==> config.mk <==
export PLATFORM = sky130hd
export DESIGN_NAME = olsi_indicator_top
export DESIGN_NICKNAME = d
export VERILOG_FILES = /design/src/olsi_pkg.sv /design/src/olsi_tick_gen.sv /design/src/olsi_act_stretch.sv /design/src/olsi_indicator_top.sv
export VERILOG_INCLUDE_DIRS = /design/src /design/src/src
export SDC_FILE = /design/constraint.sdc
export NUM_CORES = 1
export LEC_CHECK = 0
export BUFFER_PORTS_ARGS = -buffer_cell sky130_fd_sc_hd__buf_2
export CAP_MARGIN = 10
export CORE_AREA = 2 2 180 182
export DETAILED_ROUTE_END_ITERATION = 6
export DIE_AREA = 0 0 182 184
export MAX_ROUTING_LAYER = met4
export PLACE_DENSITY = 0.54
export SYNTH_ARGS = -nofsm -noshare
export SYNTH_HDL_FRONTEND = slang
export SYNTH_SLANG_ARGS = --single-unit
==> constraint.sdc <==
create_clock -name clk_sys -period 3.5 [get_ports clk_sys]
set_input_delay 0.175 -clock clk_sys [delete_from_list [all_inputs] [get_ports clk_sys]]
set_output_delay 0.175 -clock clk_sys [all_outputs]
set_load 0.02 [all_outputs]
==> src/olsi_regs.svh <==
`ifndef OLSI_REGS_SVH
`define OLSI_REGS_SVH

// Register byte offsets on the control bus.
`define OLSI_CTRL_OFF       8'h00
`define OLSI_STATUS_OFF     8'h04
`define OLSI_IRQ_STAT_OFF   8'h08
`define OLSI_IRQ_EN_OFF     8'h0c
`define OLSI_IRQ_CLR_OFF    8'h10
`define OLSI_TEMP_TIME_OFF  8'h14

// Control register fields.
`define OLSI_CTRL_REARM     0

// Status register fields.
`define OLSI_ST_TX_EN       0
`define OLSI_ST_OPT_OK      1
`define OLSI_ST_CABLE_UP    2
`define OLSI_ST_TEMP_WARN   3
`define OLSI_ST_TEMP_HOT    4
`define OLSI_ST_LASER_WEAR  5
`define OLSI_ST_LASER_TRIP  6
`define OLSI_ST_INIT_DONE   7

// Event bits, common to interrupt status, enable and clear.
`define OLSI_EV_LASER_TRIP  0
`define OLSI_EV_TEMP_HOT    1
`define OLSI_EV_OPT_LOST    2
`define OLSI_EV_CABLE_LOST  3

// Reset values and bus answers.
`define OLSI_IRQ_EN_RST     4'h0
`define OLSI_RESP_OKAY      2'h0
`define OLSI_RESP_SLVERR    2'h2

// Timing, each figure in its own unit and as a cycle count.
`define OLSI_CLK_HZ         10000000
`define OLSI_BLINK_HALF_MS  250
`define OLSI_BLINK_CYC      (`OLSI_CLK_HZ / 1000 * `OLSI_BLINK_HALF_MS)
`define OLSI_STRETCH_MS     30
`define OLSI_STRETCH_CYC    (`OLSI_CLK_HZ / 1000 * `OLSI_STRETCH_MS)
`define OLSI_SEC_S          1
`define OLSI_SEC_CYC        (`OLSI_CLK_HZ * `OLSI_SEC_S)

`endif

==> src/olsi_pkg.sv <==
package olsi_pkg;

	typedef enum logic [1:0] {LED_OFF, LED_GREEN, LED_ORANGE, LED_RED} olsi_led_e;

	typedef enum logic {LAS_RUN, LAS_TRIP} olsi_laser_e;

	typedef enum logic [2:0] {
		REG_CTRL, REG_STATUS, REG_IRQ_STAT, REG_IRQ_EN, REG_IRQ_CLR, REG_TEMP_TIME, REG_NONE
	} olsi_reg_e;

endpackage

==> src/olsi_tick_gen.sv <==
`include "olsi_regs.svh"

module olsi_tick_gen
	import olsi_pkg::*;
#(
	parameter int unsigned BLINK_CYCLES = `OLSI_BLINK_CYC,
	parameter int unsigned SEC_CYCLES   = `OLSI_SEC_CYC
) (
	// Clock and reset.
	input  wire logic clk_sys,
	input  wire logic reset_n,
	// Timing outputs.
	output logic      blinkPhase,
	output logic      secTick
);
	typedef struct packed {
		logic [23:0] blinkCnt;
		logic [23:0] secCnt;
		logic        blinkPhase;
		logic        secTick;
	} olsi_tick_s;

	olsi_tick_s tick_q;
	olsi_tick_s tick_d;

	always_comb begin
		tick_d = tick_q;
		tick_d.secTick = 1'b0;
		if (tick_q.blinkCnt == 24'(BLINK_CYCLES - 1)) begin
			tick_d.blinkCnt = 24'h0;
			tick_d.blinkPhase = ~tick_q.blinkPhase;
		end else begin
			tick_d.blinkCnt = tick_q.blinkCnt + 24'h1;
		end
		if (tick_q.secCnt == 24'(SEC_CYCLES - 1)) begin
			tick_d.secCnt = 24'h0;
			tick_d.secTick = 1'b1;
		end else begin
			tick_d.secCnt = tick_q.secCnt + 24'h1;
		end
	end

	always_ff @(posedge clk_sys) begin
		if (!reset_n) begin
			tick_q <= '0;
		end else begin
			tick_q <= tick_d;
		end
	end

	assign blinkPhase = tick_q.blinkPhase;
	assign secTick    = tick_q.secTick;
endmodule

==> src/olsi_act_stretch.sv <==
`include "olsi_regs.svh"

module olsi_act_stretch
	import olsi_pkg::*;
#(
	parameter int unsigned HOLD_CYCLES = `OLSI_STRETCH_CYC
) (
	// Clock and reset.
	input  wire logic clk_sys,
	input  wire logic reset_n,
	// Traffic pulse in, stretched level out.
	input  wire logic activity,
	output logic      active
);
	typedef struct packed {
		logic [23:0] holdCnt;
		logic        active;
	} olsi_act_s;

	olsi_act_s act_q;
	olsi_act_s act_d;

	// A single frame lasts microseconds; holding it keeps it visible to the eye.
	always_comb begin
		act_d = act_q;
		if (activity) begin
			act_d.holdCnt = 24'(HOLD_CYCLES);
		end else if (act_q.holdCnt != 24'h0) begin
			act_d.holdCnt = act_q.holdCnt - 24'h1;
		end
		act_d.active = (act_d.holdCnt != 24'h0);
	end

	always_ff @(posedge clk_sys) begin
		if (!reset_n) begin
			act_q <= '0;
		end else begin
			act_q <= act_d;
		end
	end

	assign active = act_q.active;
endmodule

==> src/olsi_indicator_top.sv <==
// Contract
// - Temperature lamp dark while temperature is inside the working range.
// - Up to 5 degC outside range: temperature lamp steady orange, transmission stays on.
// - Over 5 degC outside: lamp steady red, time counted, transmission continues.
// - Laser lamp dark while the laser diode has enough reserve.
// - Laser near end of life: lamp steady orange, transmission continues.
// - Laser overcurrent: transmitter switched off, laser lamp flashes orange.
// - Device error: power lamp steady red, function restricted.
// - Optical link lamp dark without optical connection; no data passes then.
// - Optical link lamp dark when local or partner transmitter is off.
// - Optical link lamp steady green when link is up without traffic.
// - Optical link lamp orange while data crosses the optical path.
// - Link error lamp orange on partner cable loss or poor partner quality.
// - Link error lamp red on local cable loss or poor quality, else dark.
// - Cable lamp dark without a wired link.
// - Cable lamp steady green with good wired link and no traffic.
// - Cable lamp orange while wired link carries data.
// - Power lamp flashes green in init, steady green when ready, flashes red on warning.
`include "olsi_regs.svh"

module olsi_indicator_top
	import olsi_pkg::*;
#(
	parameter int unsigned BLINK_CYCLES   = `OLSI_BLINK_CYC,
	parameter int unsigned SEC_CYCLES     = `OLSI_SEC_CYC,
	parameter int unsigned STRETCH_CYCLES = `OLSI_STRETCH_CYC
) (
	// Clock and reset.
	input  wire logic        clk_sys,
	input  wire logic        reset_n,
	// Temperature monitor.
	input  wire logic        tempOutOfRange,
	input  wire logic        tempBeyondMargin,
	// Laser monitor.
	input  wire logic        laserWearOut,
	input  wire logic        laserOverCurrent,
	// Optical path.
	input  wire logic        optLinkUp,
	input  wire logic        partnerTxOff,
	input  wire logic        optTraffic,
	input  wire logic        localQualityLow,
	input  wire logic        remoteQualityLow,
	input  wire logic        remoteCableDown,
	// Wired port.
	input  wire logic        cableLinkUp,
	input  wire logic        cableTraffic,
	// Device state.
	input  wire logic        initDone,
	input  wire logic        deviceError,
	// Transmission control.
	output logic             txEnable,
	output logic             dataEnable,
	// Panel lamps, orange is red and green together.
	output logic             temperatureIndicatorRed,
	output logic             temperatureIndicatorGreen,
	output logic             laserIndicatorRed,
	output logic             laserIndicatorGreen,
	output logic             opticalLinkIndicatorRed,
	output logic             opticalLinkIndicatorGreen,
	output logic             linkErrorIndicatorRed,
	output logic             linkErrorIndicatorGreen,
	output logic             cableIndicatorRed,
	output logic             cableIndicatorGreen,
	output logic             powerIndicatorRed,
	output logic             powerIndicatorGreen,
	// Interrupt.
	output logic             irq,
	// AXI4-Lite write channels.
	input  wire logic        awvalid,
	output logic             awready,
	input  wire logic [7:0]  awaddr,
	input  wire logic        wvalid,
	output logic             wready,
	input  wire logic [31:0] wdata,
	input  wire logic [3:0]  wstrb,
	output logic             bvalid,
	input  wire logic        bready,
	output logic [1:0]       bresp,
	// AXI4-Lite read channels.
	input  wire logic        arvalid,
	output logic             arready,
	input  wire logic [7:0]  araddr,
	output logic             rvalid,
	input  wire logic        rready,
	output logic [31:0]      rdata,
	output logic [1:0]       rresp
);
	typedef struct packed {
		olsi_laser_e laser;
		logic [3:0]  irqStat;
		logic [3:0]  irqEn;
		logic [31:0] tempSecs;
		logic        optPrev;
		logic        cablePrev;
		logic        hotPrev;
		logic        awHave;
		logic        wHave;
		logic [7:0]  wAddr;
		logic [31:0] wData;
		logic        wStrb0;
		logic        awready;
		logic        wready;
		logic        bvalid;
		logic [1:0]  bresp;
		logic        arready;
		logic        rvalid;
		logic [1:0]  rresp;
		logic [31:0] rdata;
		logic [1:0]  tempLamp;
		logic [1:0]  laserLamp;
		logic [1:0]  optLamp;
		logic [1:0]  errLamp;
		logic [1:0]  cableLamp;
		logic [1:0]  powerLamp;
		logic        txEnable;
		logic        dataEnable;
		logic        irq;
		logic        armed;
	} olsi_main_s;

	localparam olsi_main_s MAIN_RST = '{
		laser: LAS_RUN,
		irqEn: `OLSI_IRQ_EN_RST,
		default: '0
	};

	olsi_main_s state_q;
	olsi_main_s state_d;

	logic       blinkPhase;
	logic       secTick;
	logic [1:0] trafficIn;
	logic [1:0] trafficActive;
	logic       optActive;
	logic       cableActive;
	logic       optLinkOk;
	logic       warnSet;

	function automatic olsi_reg_e olsiRegIdx(input logic [7:0] addr);
		case (addr)
			`OLSI_CTRL_OFF:      return REG_CTRL;
			`OLSI_STATUS_OFF:    return REG_STATUS;
			`OLSI_IRQ_STAT_OFF:  return REG_IRQ_STAT;
			`OLSI_IRQ_EN_OFF:    return REG_IRQ_EN;
			`OLSI_IRQ_CLR_OFF:   return REG_IRQ_CLR;
			`OLSI_TEMP_TIME_OFF: return REG_TEMP_TIME;
			default:             return REG_NONE;
		endcase
	endfunction

	// Returns {red, green}; a flashing lamp is lit only in the bright blink phase.
	function automatic logic [1:0] olsiLamp(input olsi_led_e colour, input logic flash, input logic phase);
		logic lit;
		lit = !flash || phase;
		unique case (colour)
			LED_OFF:    return 2'h0;
			LED_GREEN:  return {1'b0, lit};
			LED_ORANGE: return {lit, lit};
			LED_RED:    return {lit, 1'b0};
		endcase
	endfunction

	olsi_tick_gen #(
		.BLINK_CYCLES(BLINK_CYCLES),
		.SEC_CYCLES  (SEC_CYCLES)
	) u_tick (
		.clk_sys   (clk_sys),
		.reset_n   (reset_n),
		.blinkPhase(blinkPhase),
		.secTick   (secTick)
	);

	assign trafficIn = {cableTraffic, optTraffic};

	genvar gi;
	generate
		for (gi = 0; gi < 2; gi++) begin : g_act
			olsi_act_stretch #(
				.HOLD_CYCLES(STRETCH_CYCLES)
			) u_act (
				.clk_sys (clk_sys),
				.reset_n (reset_n),
				.activity(trafficIn[gi]),
				.active  (trafficActive[gi])
			);
		end
	endgenerate

	assign optActive   = trafficActive[0];
	assign cableActive = trafficActive[1];
	assign optLinkOk   = optLinkUp && state_q.txEnable && !partnerTxOff;
	assign warnSet     = tempOutOfRange || tempBeyondMargin || laserWearOut
		|| (state_q.laser == LAS_TRIP) || !optLinkOk;

	always_comb begin
		logic        doWrite;
		olsi_reg_e   wIdx;
		logic        rearm;
		logic [3:0]  clrMask;
		logic [3:0]  events;
		logic [31:0] rdWord;
		olsi_led_e   colour;
		logic        flash;
		doWrite = 1'b0;
		wIdx    = REG_NONE;
		rearm   = 1'b0;
		clrMask = 4'h0;
		events  = 4'h0;
		rdWord  = 32'h0;
		colour  = LED_OFF;
		flash   = 1'b0;
		state_d = state_q;
		state_d.armed = 1'b1;

		// Write address and data are taken in either order, one write at a time.
		if (awvalid && state_q.awready) begin
			state_d.awHave = 1'b1;
			state_d.wAddr  = awaddr;
		end
		if (wvalid && state_q.wready) begin
			state_d.wHave  = 1'b1;
			state_d.wData  = wdata;
			state_d.wStrb0 = wstrb[0];
		end
		if (state_q.bvalid && bready) begin
			state_d.bvalid = 1'b0;
		end
		doWrite = state_q.awHave && state_q.wHave && !state_q.bvalid;
		wIdx = olsiRegIdx(state_q.wAddr);
		if (doWrite) begin
			state_d.awHave = 1'b0;
			state_d.wHave  = 1'b0;
			state_d.bvalid = 1'b1;
			state_d.bresp  = (wIdx == REG_NONE) ? `OLSI_RESP_SLVERR : `OLSI_RESP_OKAY;
			if (state_q.wStrb0) begin
				unique case (wIdx)
					REG_CTRL:      rearm = state_q.wData[`OLSI_CTRL_REARM];
					REG_IRQ_EN:    state_d.irqEn = state_q.wData[3:0];
					REG_IRQ_CLR:   clrMask = state_q.wData[3:0];
					REG_STATUS, REG_IRQ_STAT, REG_TEMP_TIME, REG_NONE: ;
					default: ;
				endcase
			end
		end
		state_d.awready = !state_d.awHave && !state_d.bvalid;
		state_d.wready  = !state_d.wHave && !state_d.bvalid;

		// Overcurrent trips the transmitter until software rearms it with the fault gone.
		unique case (state_q.laser)
			LAS_RUN: begin
				if (laserOverCurrent) begin
					state_d.laser = LAS_TRIP;
				end
			end
			LAS_TRIP: begin
				if (rearm && !laserOverCurrent) begin
					state_d.laser = LAS_RUN;
				end
			end
		endcase
		state_d.txEnable = (state_d.laser == LAS_RUN);

		// Hot operation only counts time; transmission is left running.
		if (secTick && tempBeyondMargin) begin
			state_d.tempSecs = state_q.tempSecs + 32'h1;
		end

		// Events; a set arriving with a clear of the same bit wins.
		events[`OLSI_EV_LASER_TRIP] = (state_q.laser == LAS_RUN) && laserOverCurrent;
		events[`OLSI_EV_TEMP_HOT]   = tempBeyondMargin && !state_q.hotPrev;
		events[`OLSI_EV_OPT_LOST]   = !optLinkOk && state_q.optPrev;
		events[`OLSI_EV_CABLE_LOST] = !cableLinkUp && state_q.cablePrev;
		state_d.hotPrev   = tempBeyondMargin;
		state_d.optPrev   = optLinkOk;
		state_d.cablePrev = cableLinkUp;
		state_d.irqStat   = (state_q.irqStat & ~clrMask) | events;
		state_d.irq       = |(state_d.irqStat & state_d.irqEn);

		// Reads are answered on the cycle after the address is taken.
		rdWord[`OLSI_ST_TX_EN]      = state_q.txEnable;
		rdWord[`OLSI_ST_OPT_OK]     = optLinkOk;
		rdWord[`OLSI_ST_CABLE_UP]   = cableLinkUp;
		rdWord[`OLSI_ST_TEMP_WARN]  = tempOutOfRange;
		rdWord[`OLSI_ST_TEMP_HOT]   = tempBeyondMargin;
		rdWord[`OLSI_ST_LASER_WEAR] = laserWearOut;
		rdWord[`OLSI_ST_LASER_TRIP] = (state_q.laser == LAS_TRIP);
		rdWord[`OLSI_ST_INIT_DONE]  = initDone;
		if (arvalid && state_q.arready) begin
			state_d.rvalid = 1'b1;
			state_d.rresp  = `OLSI_RESP_OKAY;
			state_d.rdata  = 32'h0;
			unique case (olsiRegIdx(araddr))
				REG_CTRL:      state_d.rdata = {31'h0, state_q.laser == LAS_TRIP};
				REG_STATUS:    state_d.rdata = rdWord;
				REG_IRQ_STAT:  state_d.rdata = {28'h0, state_q.irqStat};
				REG_IRQ_EN:    state_d.rdata = {28'h0, state_q.irqEn};
				REG_IRQ_CLR:   state_d.rdata = 32'h0;
				REG_TEMP_TIME: state_d.rdata = state_q.tempSecs;
				REG_NONE:      state_d.rresp = `OLSI_RESP_SLVERR;
				default:       state_d.rresp = `OLSI_RESP_SLVERR;
			endcase
		end else if (state_q.rvalid && rready) begin
			state_d.rvalid = 1'b0;
		end
		state_d.arready = !state_d.rvalid;

		// Temperature lamp.
		if (tempBeyondMargin) begin
			colour = LED_RED;
		end else if (tempOutOfRange) begin
			colour = LED_ORANGE;
		end else begin
			colour = LED_OFF;
		end
		state_d.tempLamp = olsiLamp(colour, 1'b0, blinkPhase);

		// Laser lamp.
		flash = 1'b0;
		if (state_d.laser == LAS_TRIP) begin
			colour = LED_ORANGE;
			flash  = 1'b1;
		end else if (laserWearOut) begin
			colour = LED_ORANGE;
		end else begin
			colour = LED_OFF;
		end
		state_d.laserLamp = olsiLamp(colour, flash, blinkPhase);

		// Optical link lamp.
		if (!optLinkOk) begin
			colour = LED_OFF;
		end else if (optActive) begin
			colour = LED_ORANGE;
		end else begin
			colour = LED_GREEN;
		end
		state_d.optLamp = olsiLamp(colour, 1'b0, blinkPhase);

		// Link error lamp; a local fault outranks one reported by the partner.
		if (!cableLinkUp || localQualityLow) begin
			colour = LED_RED;
		end else if (remoteCableDown || remoteQualityLow) begin
			colour = LED_ORANGE;
		end else begin
			colour = LED_OFF;
		end
		state_d.errLamp = olsiLamp(colour, 1'b0, blinkPhase);

		// Cable lamp.
		if (!cableLinkUp) begin
			colour = LED_OFF;
		end else if (cableActive) begin
			colour = LED_ORANGE;
		end else begin
			colour = LED_GREEN;
		end
		state_d.cableLamp = olsiLamp(colour, 1'b0, blinkPhase);

		// Power lamp; initialisation is shown before warnings since the link is still down then.
		flash = 1'b1;
		if (deviceError) begin
			colour = LED_RED;
			flash  = 1'b0;
		end else if (!initDone) begin
			colour = LED_GREEN;
		end else if (warnSet) begin
			colour = LED_RED;
		end else begin
			colour = LED_GREEN;
			flash  = 1'b0;
		end
		state_d.powerLamp = olsiLamp(colour, flash, blinkPhase);

		// Data moves only over a live optical path on a healthy, initialised device.
		state_d.dataEnable = optLinkOk && initDone && !deviceError;
	end

	always_ff @(posedge clk_sys) begin
		if (!reset_n) begin
			state_q <= MAIN_RST;
		end else begin
			state_q <= state_d;
		end
	end

	assign txEnable                  = state_q.txEnable;
	assign dataEnable                = state_q.dataEnable;
	assign temperatureIndicatorRed   = state_q.tempLamp[1];
	assign temperatureIndicatorGreen = state_q.tempLamp[0];
	assign laserIndicatorRed         = state_q.laserLamp[1];
	assign laserIndicatorGreen       = state_q.laserLamp[0];
	assign opticalLinkIndicatorRed   = state_q.optLamp[1];
	assign opticalLinkIndicatorGreen = state_q.optLamp[0];
	assign linkErrorIndicatorRed     = state_q.errLamp[1];
	assign linkErrorIndicatorGreen   = state_q.errLamp[0];
	assign cableIndicatorRed         = state_q.cableLamp[1];
	assign cableIndicatorGreen       = state_q.cableLamp[0];
	assign powerIndicatorRed         = state_q.powerLamp[1];
	assign powerIndicatorGreen       = state_q.powerLamp[0];
	assign irq                       = state_q.irq;
	assign awready                   = state_q.awready;
	assign wready                    = state_q.wready;
	assign bvalid                    = state_q.bvalid;
	assign bresp                     = state_q.bresp;
	assign arready                   = state_q.arready;
	assign rvalid                    = state_q.rvalid;
	assign rdata                     = state_q.rdata;
	assign rresp                     = state_q.rresp;
endmodule

* Yosys cells after proc, flatten, opt, wreduce, memory -nomap -nowiden *
Cells that the tools add are included.

storage, ports and cells
  logic and storage cells = 199
  bits of input ports = 73
  output and inout bits = 56
  register bits after elaboration = 215

cells by class
  bitwise gates (word level) = 8
  $add $sub $neg = 5
  multiplexer cells = 53
  equal/unequal tests = 38
  reduce and logical (&&, ||, !) cells = 58

operators by type and width
  cell                                                                  count
  32-bit one-hot mux with 5 select lines                                1
  24-bit two-way mux                                                    4
  24-bit nonzero test                                                   4
  24-bit by 1-bit adder with 24-bit output, second input constant       2
  2-bit one-hot mux with 4 select lines                                 6
  24-bit by 1-bit subtractor with 24-bit output, second input constant  2
  3-bit one-hot mux with 6 select lines                                 2
  32-bit by 1-bit adder with 32-bit output, second input constant       1
  8-bit by 4-bit == test with 1-bit output, second input constant       4
  8-bit by 5-bit == test with 1-bit output, second input constant       4
  2-bit two-way mux                                                     16
  2-bit == test, second input constant                                  12
  24-bit by 22-bit == test with 1-bit output, second input constant     1
  24-bit == test, second input constant                                 1
  4-bit two-way mux                                                     6
  1-bit logical AND                                                     19
  8-bit by 3-bit == test with 1-bit output, second input constant       2
  8-bit logical NOT                                                     2
  1-bit two-way mux                                                     15
  1-bit logical NOT                                                     13
  2-bit by 1-bit == test with 1-bit output, second input constant       6
  3-bit == test, second input constant                                  4
  2-bit logical NOT                                                     6
  3-bit by 2-bit == test with 1-bit output, second input constant       3
  other kinds (12)                                                      26

* Logic depth before layout (Yosys ltp) *
  word-level depth = 13
  mapped depth = 10

* Modules after synthesis *
Synthesis repeated with hierarchy kept, for this count alone.

unflattened totals
  cells, all modules = 1127
  area total of the unflattened synthesis = 9763.1 sq um

modules (own cells, without submodules)
  module                              cells an instance  instances  seq. area each (sq um)  area each (sq um)
  olsi_indicator_top                  548                1          2242.2                  4760.8
  olsi_tick_gen                       260                1          1001.0                  2259.7
  olsi_act_stretch at g_act[0].u_act  161                1          500.5                   1402.6
  olsi_act_stretch at g_act[1].u_act  158                1          500.5                   1340.0

* Least setup slack after synthesis *
Ideal clock, no wire load.

  path type = register -> register
  start point = reg g_act[0].u_act.act_q[4] (netlist bit)
  end point = reg g_act[0].u_act.act_q (netlist bit g_act[0].u_act.active)
  buffers on the path = 2
  stages on the path, launching flop included = 10
  setup time = 0.125 ns
  arrival = 2.564 ns
  slack = 0.811 ns
  data required time = 3.375 ns
  path through = dfxtp_1 > or4_1 > buf_2 > or3_4 > o31ai_4 > buf_6 > nor2_2 > nor4_2 > nand4_1 > o41a_1

on the way
  longest elaborated chain between the ends = 4
  elaborated cells between the ends (all ways) = 5
  classes of those cells = add/sub: 1; mux: 2; reduce/logical: 2

RTL lines
  what                                                                                         RTL line                                        text
  start, declared                                                                              olsi_act_stretch.sv:20                          olsi_act_s act_q;
  start signal, assigned                                                                       olsi_act_stretch.sv:38                          act_q <= act_d;
  24-bit by 1-bit subtractor with 24-bit output / 24-bit nonzero test (equally long branches)  olsi_act_stretch.sv:29, olsi_act_stretch.sv:28
  24-bit two-way mux (*)                                                                       olsi_act_stretch.sv:28                          end else if (act_q.holdCnt != 24'h0) begin
  24-bit two-way mux (*)                                                                       olsi_act_stretch.sv:26                          if (activity) begin
  24-bit nonzero test (*)                                                                      olsi_act_stretch.sv:31                          act_d.active = (act_d.holdCnt != 24'h0);

Mark *: on every way between the ends. The rest lies on a longest branch, timed or not.
A chain may end at the register's enable or synchronous reset.

* Worst setup path after layout *
Ends and elaborated chain as after synthesis.

==> impl_metrics.env <==
export IMPL_gp_congestion=0.8220
export IMPL_cts_sinks=212
export IMPL_ir_drop_mv=0.3124
export IMPL_antenna_found_initial=1
export IMPL_required_ns=3.90
export IMPL_fin_skew_ns=0.008269
export IMPL_synth_edf_count=0
export IMPL_synth_seq_area_share=0.4541
export IMPL_use_met3=0.02357
export IMPL_cts_hold_fix_buffers=35
export IMPL_cts_root_buffer_cell="clkbuf_16"
export IMPL_slew_violations=0
export IMPL_cts_tree="built"
export IMPL_use_met1=0.1852
export IMPL_grt_pass1_wl_um=36750
export IMPL_areaGrowthSynthToFinish_pct=19.56
export IMPL_syn_area_mm2=0.009345
export IMPL_die_area_mm2=0.03349
export IMPL_num_vias=7639
export IMPL_path_class="reg2reg"
export IMPL_grt_pass1_vias=7159
export IMPL_syn_inst=1086
export IMPL_use_met2=0.2150
export IMPL_max_cap_viol_count=0
export IMPL_drt_iter0_markers=449
export IMPL_min_period_ns=3.012
export IMPL_crit_fanout=12
export IMPL_grt_usage=0.1366
export IMPL_cts_max_path_buffers=3
export IMPL_relSlewSlack=0.4665
export IMPL_yosysWarningCount=0
export IMPL_cts_buffers=25
export IMPL_grt_max_degree=75
export IMPL_layout_nets=1261
export IMPL_dp_cells=1521
export IMPL_dpl_cell_area_mm2=0.01002
export IMPL_drcViolationCount=0
export IMPL_worst_endpoint_arrival_ns=3.41
export IMPL_async_flop_share=0
export IMPL_rows=65
export IMPL_portBuffers=95
export IMPL_max_freq_mhz=332.0
export IMPL_syn_avg_cell_area_um2=8.605
export IMPL_fin_cells=1602
export IMPL_p_leak_nw=4.290
export IMPL_final_area_mm2=0.01117
export IMPL_cts_setup_buffers=0
export IMPL_setup_viol=0
export IMPL_wl_um=22480
export IMPL_busiest_layer="met2"
export IMPL_num_io_pins=129
export IMPL_endpoint_kind="flop"
export IMPL_dp_hpwl_um=15680
export IMPL_final_hold_viol_count=0
export IMPL_post_cts_resized=0
export IMPL_rsz0062_at_grt="no"
export IMPL_overflow=0
export IMPL_first_pass_iters=6
export IMPL_post_drt_wl_per_cell_um=14.03
export IMPL_worst_slack_ns=0.4879
export IMPL_setup_tns_ns=0
export IMPL_period_share=0.8606
export IMPL_dp_slack_ns=0.4971
export IMPL_worst_slew_pin_slew_ns=0.8003
export IMPL_status="finished, final reports clean"
export IMPL_htreeDepth=1
export IMPL_die_y_um=184
export IMPL_hold_path_class="in2reg"
export IMPL_drt_vias_per_instance=4.768
export IMPL_n_fill_cell=3220
export IMPL_synth_cell_type_count=62
export IMPL_p_per_area_mw_per_mm2=496.9
export IMPL_initial_core_util=0.2977
export IMPL_synth_ff_type="dfxtp_1"
export IMPL_critical_path_startpoint_type="flop"
export IMPL_clock_latency_ns=0.52
export IMPL_die_width_um=182
export IMPL_path_clk_slew_ns=0.06
export IMPL_drtAntennaViolNets=0
export IMPL_design_core_area_mm2=0.03139
export IMPL_ys_ff_latch=212
export IMPL_drive_above_1_share=0.1401
-- placed cells by master, fill, tap and decap left out, types with 7 or more instances in the layout --
master / netlist / layout
nand3_1: 44 / 44
dfxtp_1: 212 / 212
nor4b_1: 12 / 12
and2_1: 13 / 13
nor4_1: 22 / 22
ha_1: 7 / 7
buf_4: 38 / 14
clkbuf_16: 0 / 25
a21oi_1: 49 / 49
nor2_1: 197 / 197
nor2b_1: 14 / 14
a22oi_1: 30 / 30
buf_2: 1 / 95
dlygate4sd3_1: 0 / 35
and3_1: 25 / 25
nor3_1: 27 / 27
nand2b_1: 7 / 7
inv_1: 15 / 15
or3_1: 19 / 19
or2_2: 8 / 8
xor2_1: 56 / 56
or4_1: 13 / 13
mux2i_1: 16 / 16
nand4_1: 19 / 19
o21ai_0: 14 / 14
xnor2_1: 45 / 45
nand2_1: 79 / 79
-- registers in the layout (all words and copies together), names as in the netlist, 2 cells and up --
register	cells
g_act.u_act.act_q	48
g_act.u_act.active	2
rdata	32
state_q	59
u_tick.tick_q	48
-- worst max-delay path, cell delays in order, from the launching register on --
cell and delay, ns:
dfxtp_1 0.35, or4_1 0.69, or3_4 0.46, o31ai_2 0.27, buf_4 0.23, nor3_1 0.09
nor4_2 0.17, nand4_1 0.16, o41a_1 0.45
-- Yosys cell counts, drive strengths merged, types with 7 or more instances --
library cell | count | area, um2
and3 | 25 | 156.4
a22oi | 30 | 225.2
nor2 | 198 | 745.7
nand3 | 44 | 220.2
xnor2 | 45 | 394.1
and2 | 13 | 81.33
nand2b | 7 | 43.79
or4 | 13 | 97.59
nor2b | 14 | 87.58
nand4 | 19 | 118.9
inv | 16 | 60.05
o21ai | 16 | 80.08
ha | 7 | 87.58
or3 | 20 | 130.1
nand2 | 79 | 296.5
buf | 41 | 305.3
nor3 | 28 | 145.1
xor2 | 56 | 490.5
mux2i | 16 | 160.2
dfxtp | 212 | 4244
or2 | 9 | 56.31
a21oi | 49 | 245.2
nor4 | 23 | 150.1
clkbuf | 37 | 138.9
nor4b | 12 | 105.1
-- stage by stage --
stage,util,total power [mW],hold WS [ns]
2_1_floorplan,-,2.909,0.2517
3_3_place_gp,0.3191,3.051,0.3575
3_5_place_dp,0.3191,3.053,0.3648
4_1_cts,0.3558,5.637,0.03149
5_1_grt,0.3559,5.791,0.03540
6_report,0.3559,5.552,0.05094
-- final cells by class --
cell class,count,area (um2),share of cell area
well taps,402,503.0,0.04502
diodes,1,2.502,0.0002240
clock buffers,36,716.9,0.06417
clock inverters,9,87.58,0.007839
repair buffers,145,950.9,0.08511
inverters,16,62.56,0.005599
flip-flops and latches,212,4244,0.3798
multi-input cells,781,4606,0.4122
-- where the power goes --
part	switching, mW	total, mW	internal, mW
registers	0.0588	2.54	2.48
clock network	1.02	2.52	1.50
logic	0.289	0.493	0.204
-- cells by family after synthesis --
logic type	share of synthesized area
AOI/OAI and AO/OA	0.09413
adders and majority gates	0.009372
xor gates and xnor gates	0.09466
DFF	0.4541
buffers and inverters	0.05395
other	0.0004013
muxes	0.01955
and+or+nand+nor	0.2738
-- routing by layer --
layer  share of wire  vias to the layer above
met5               0                        -
met1            0.51                     3569
met3           0.039                       23
met4           0.016                        0
li1                -                     3924
met2            0.44                      123
-- final timing paths --
check / start / endpoint / slack [ns] / depth (start not counted)
setup / recovery: g_act[0].u_act.act_q[4] / g_act[0].u_act.active / 0.49 / 8
hold / removal: araddr[3] / rresp[1] / 0.05 / 3
setup reg to reg: g_act[0].u_act.act_q[4] / g_act[0].u_act.active / 0.49 / 8
hold reg to reg: u_tick.tick_q[2] / u_tick.tick_q[2] / 0.45 / 1
No activity file was read; power rests on OpenSTA's default activity.
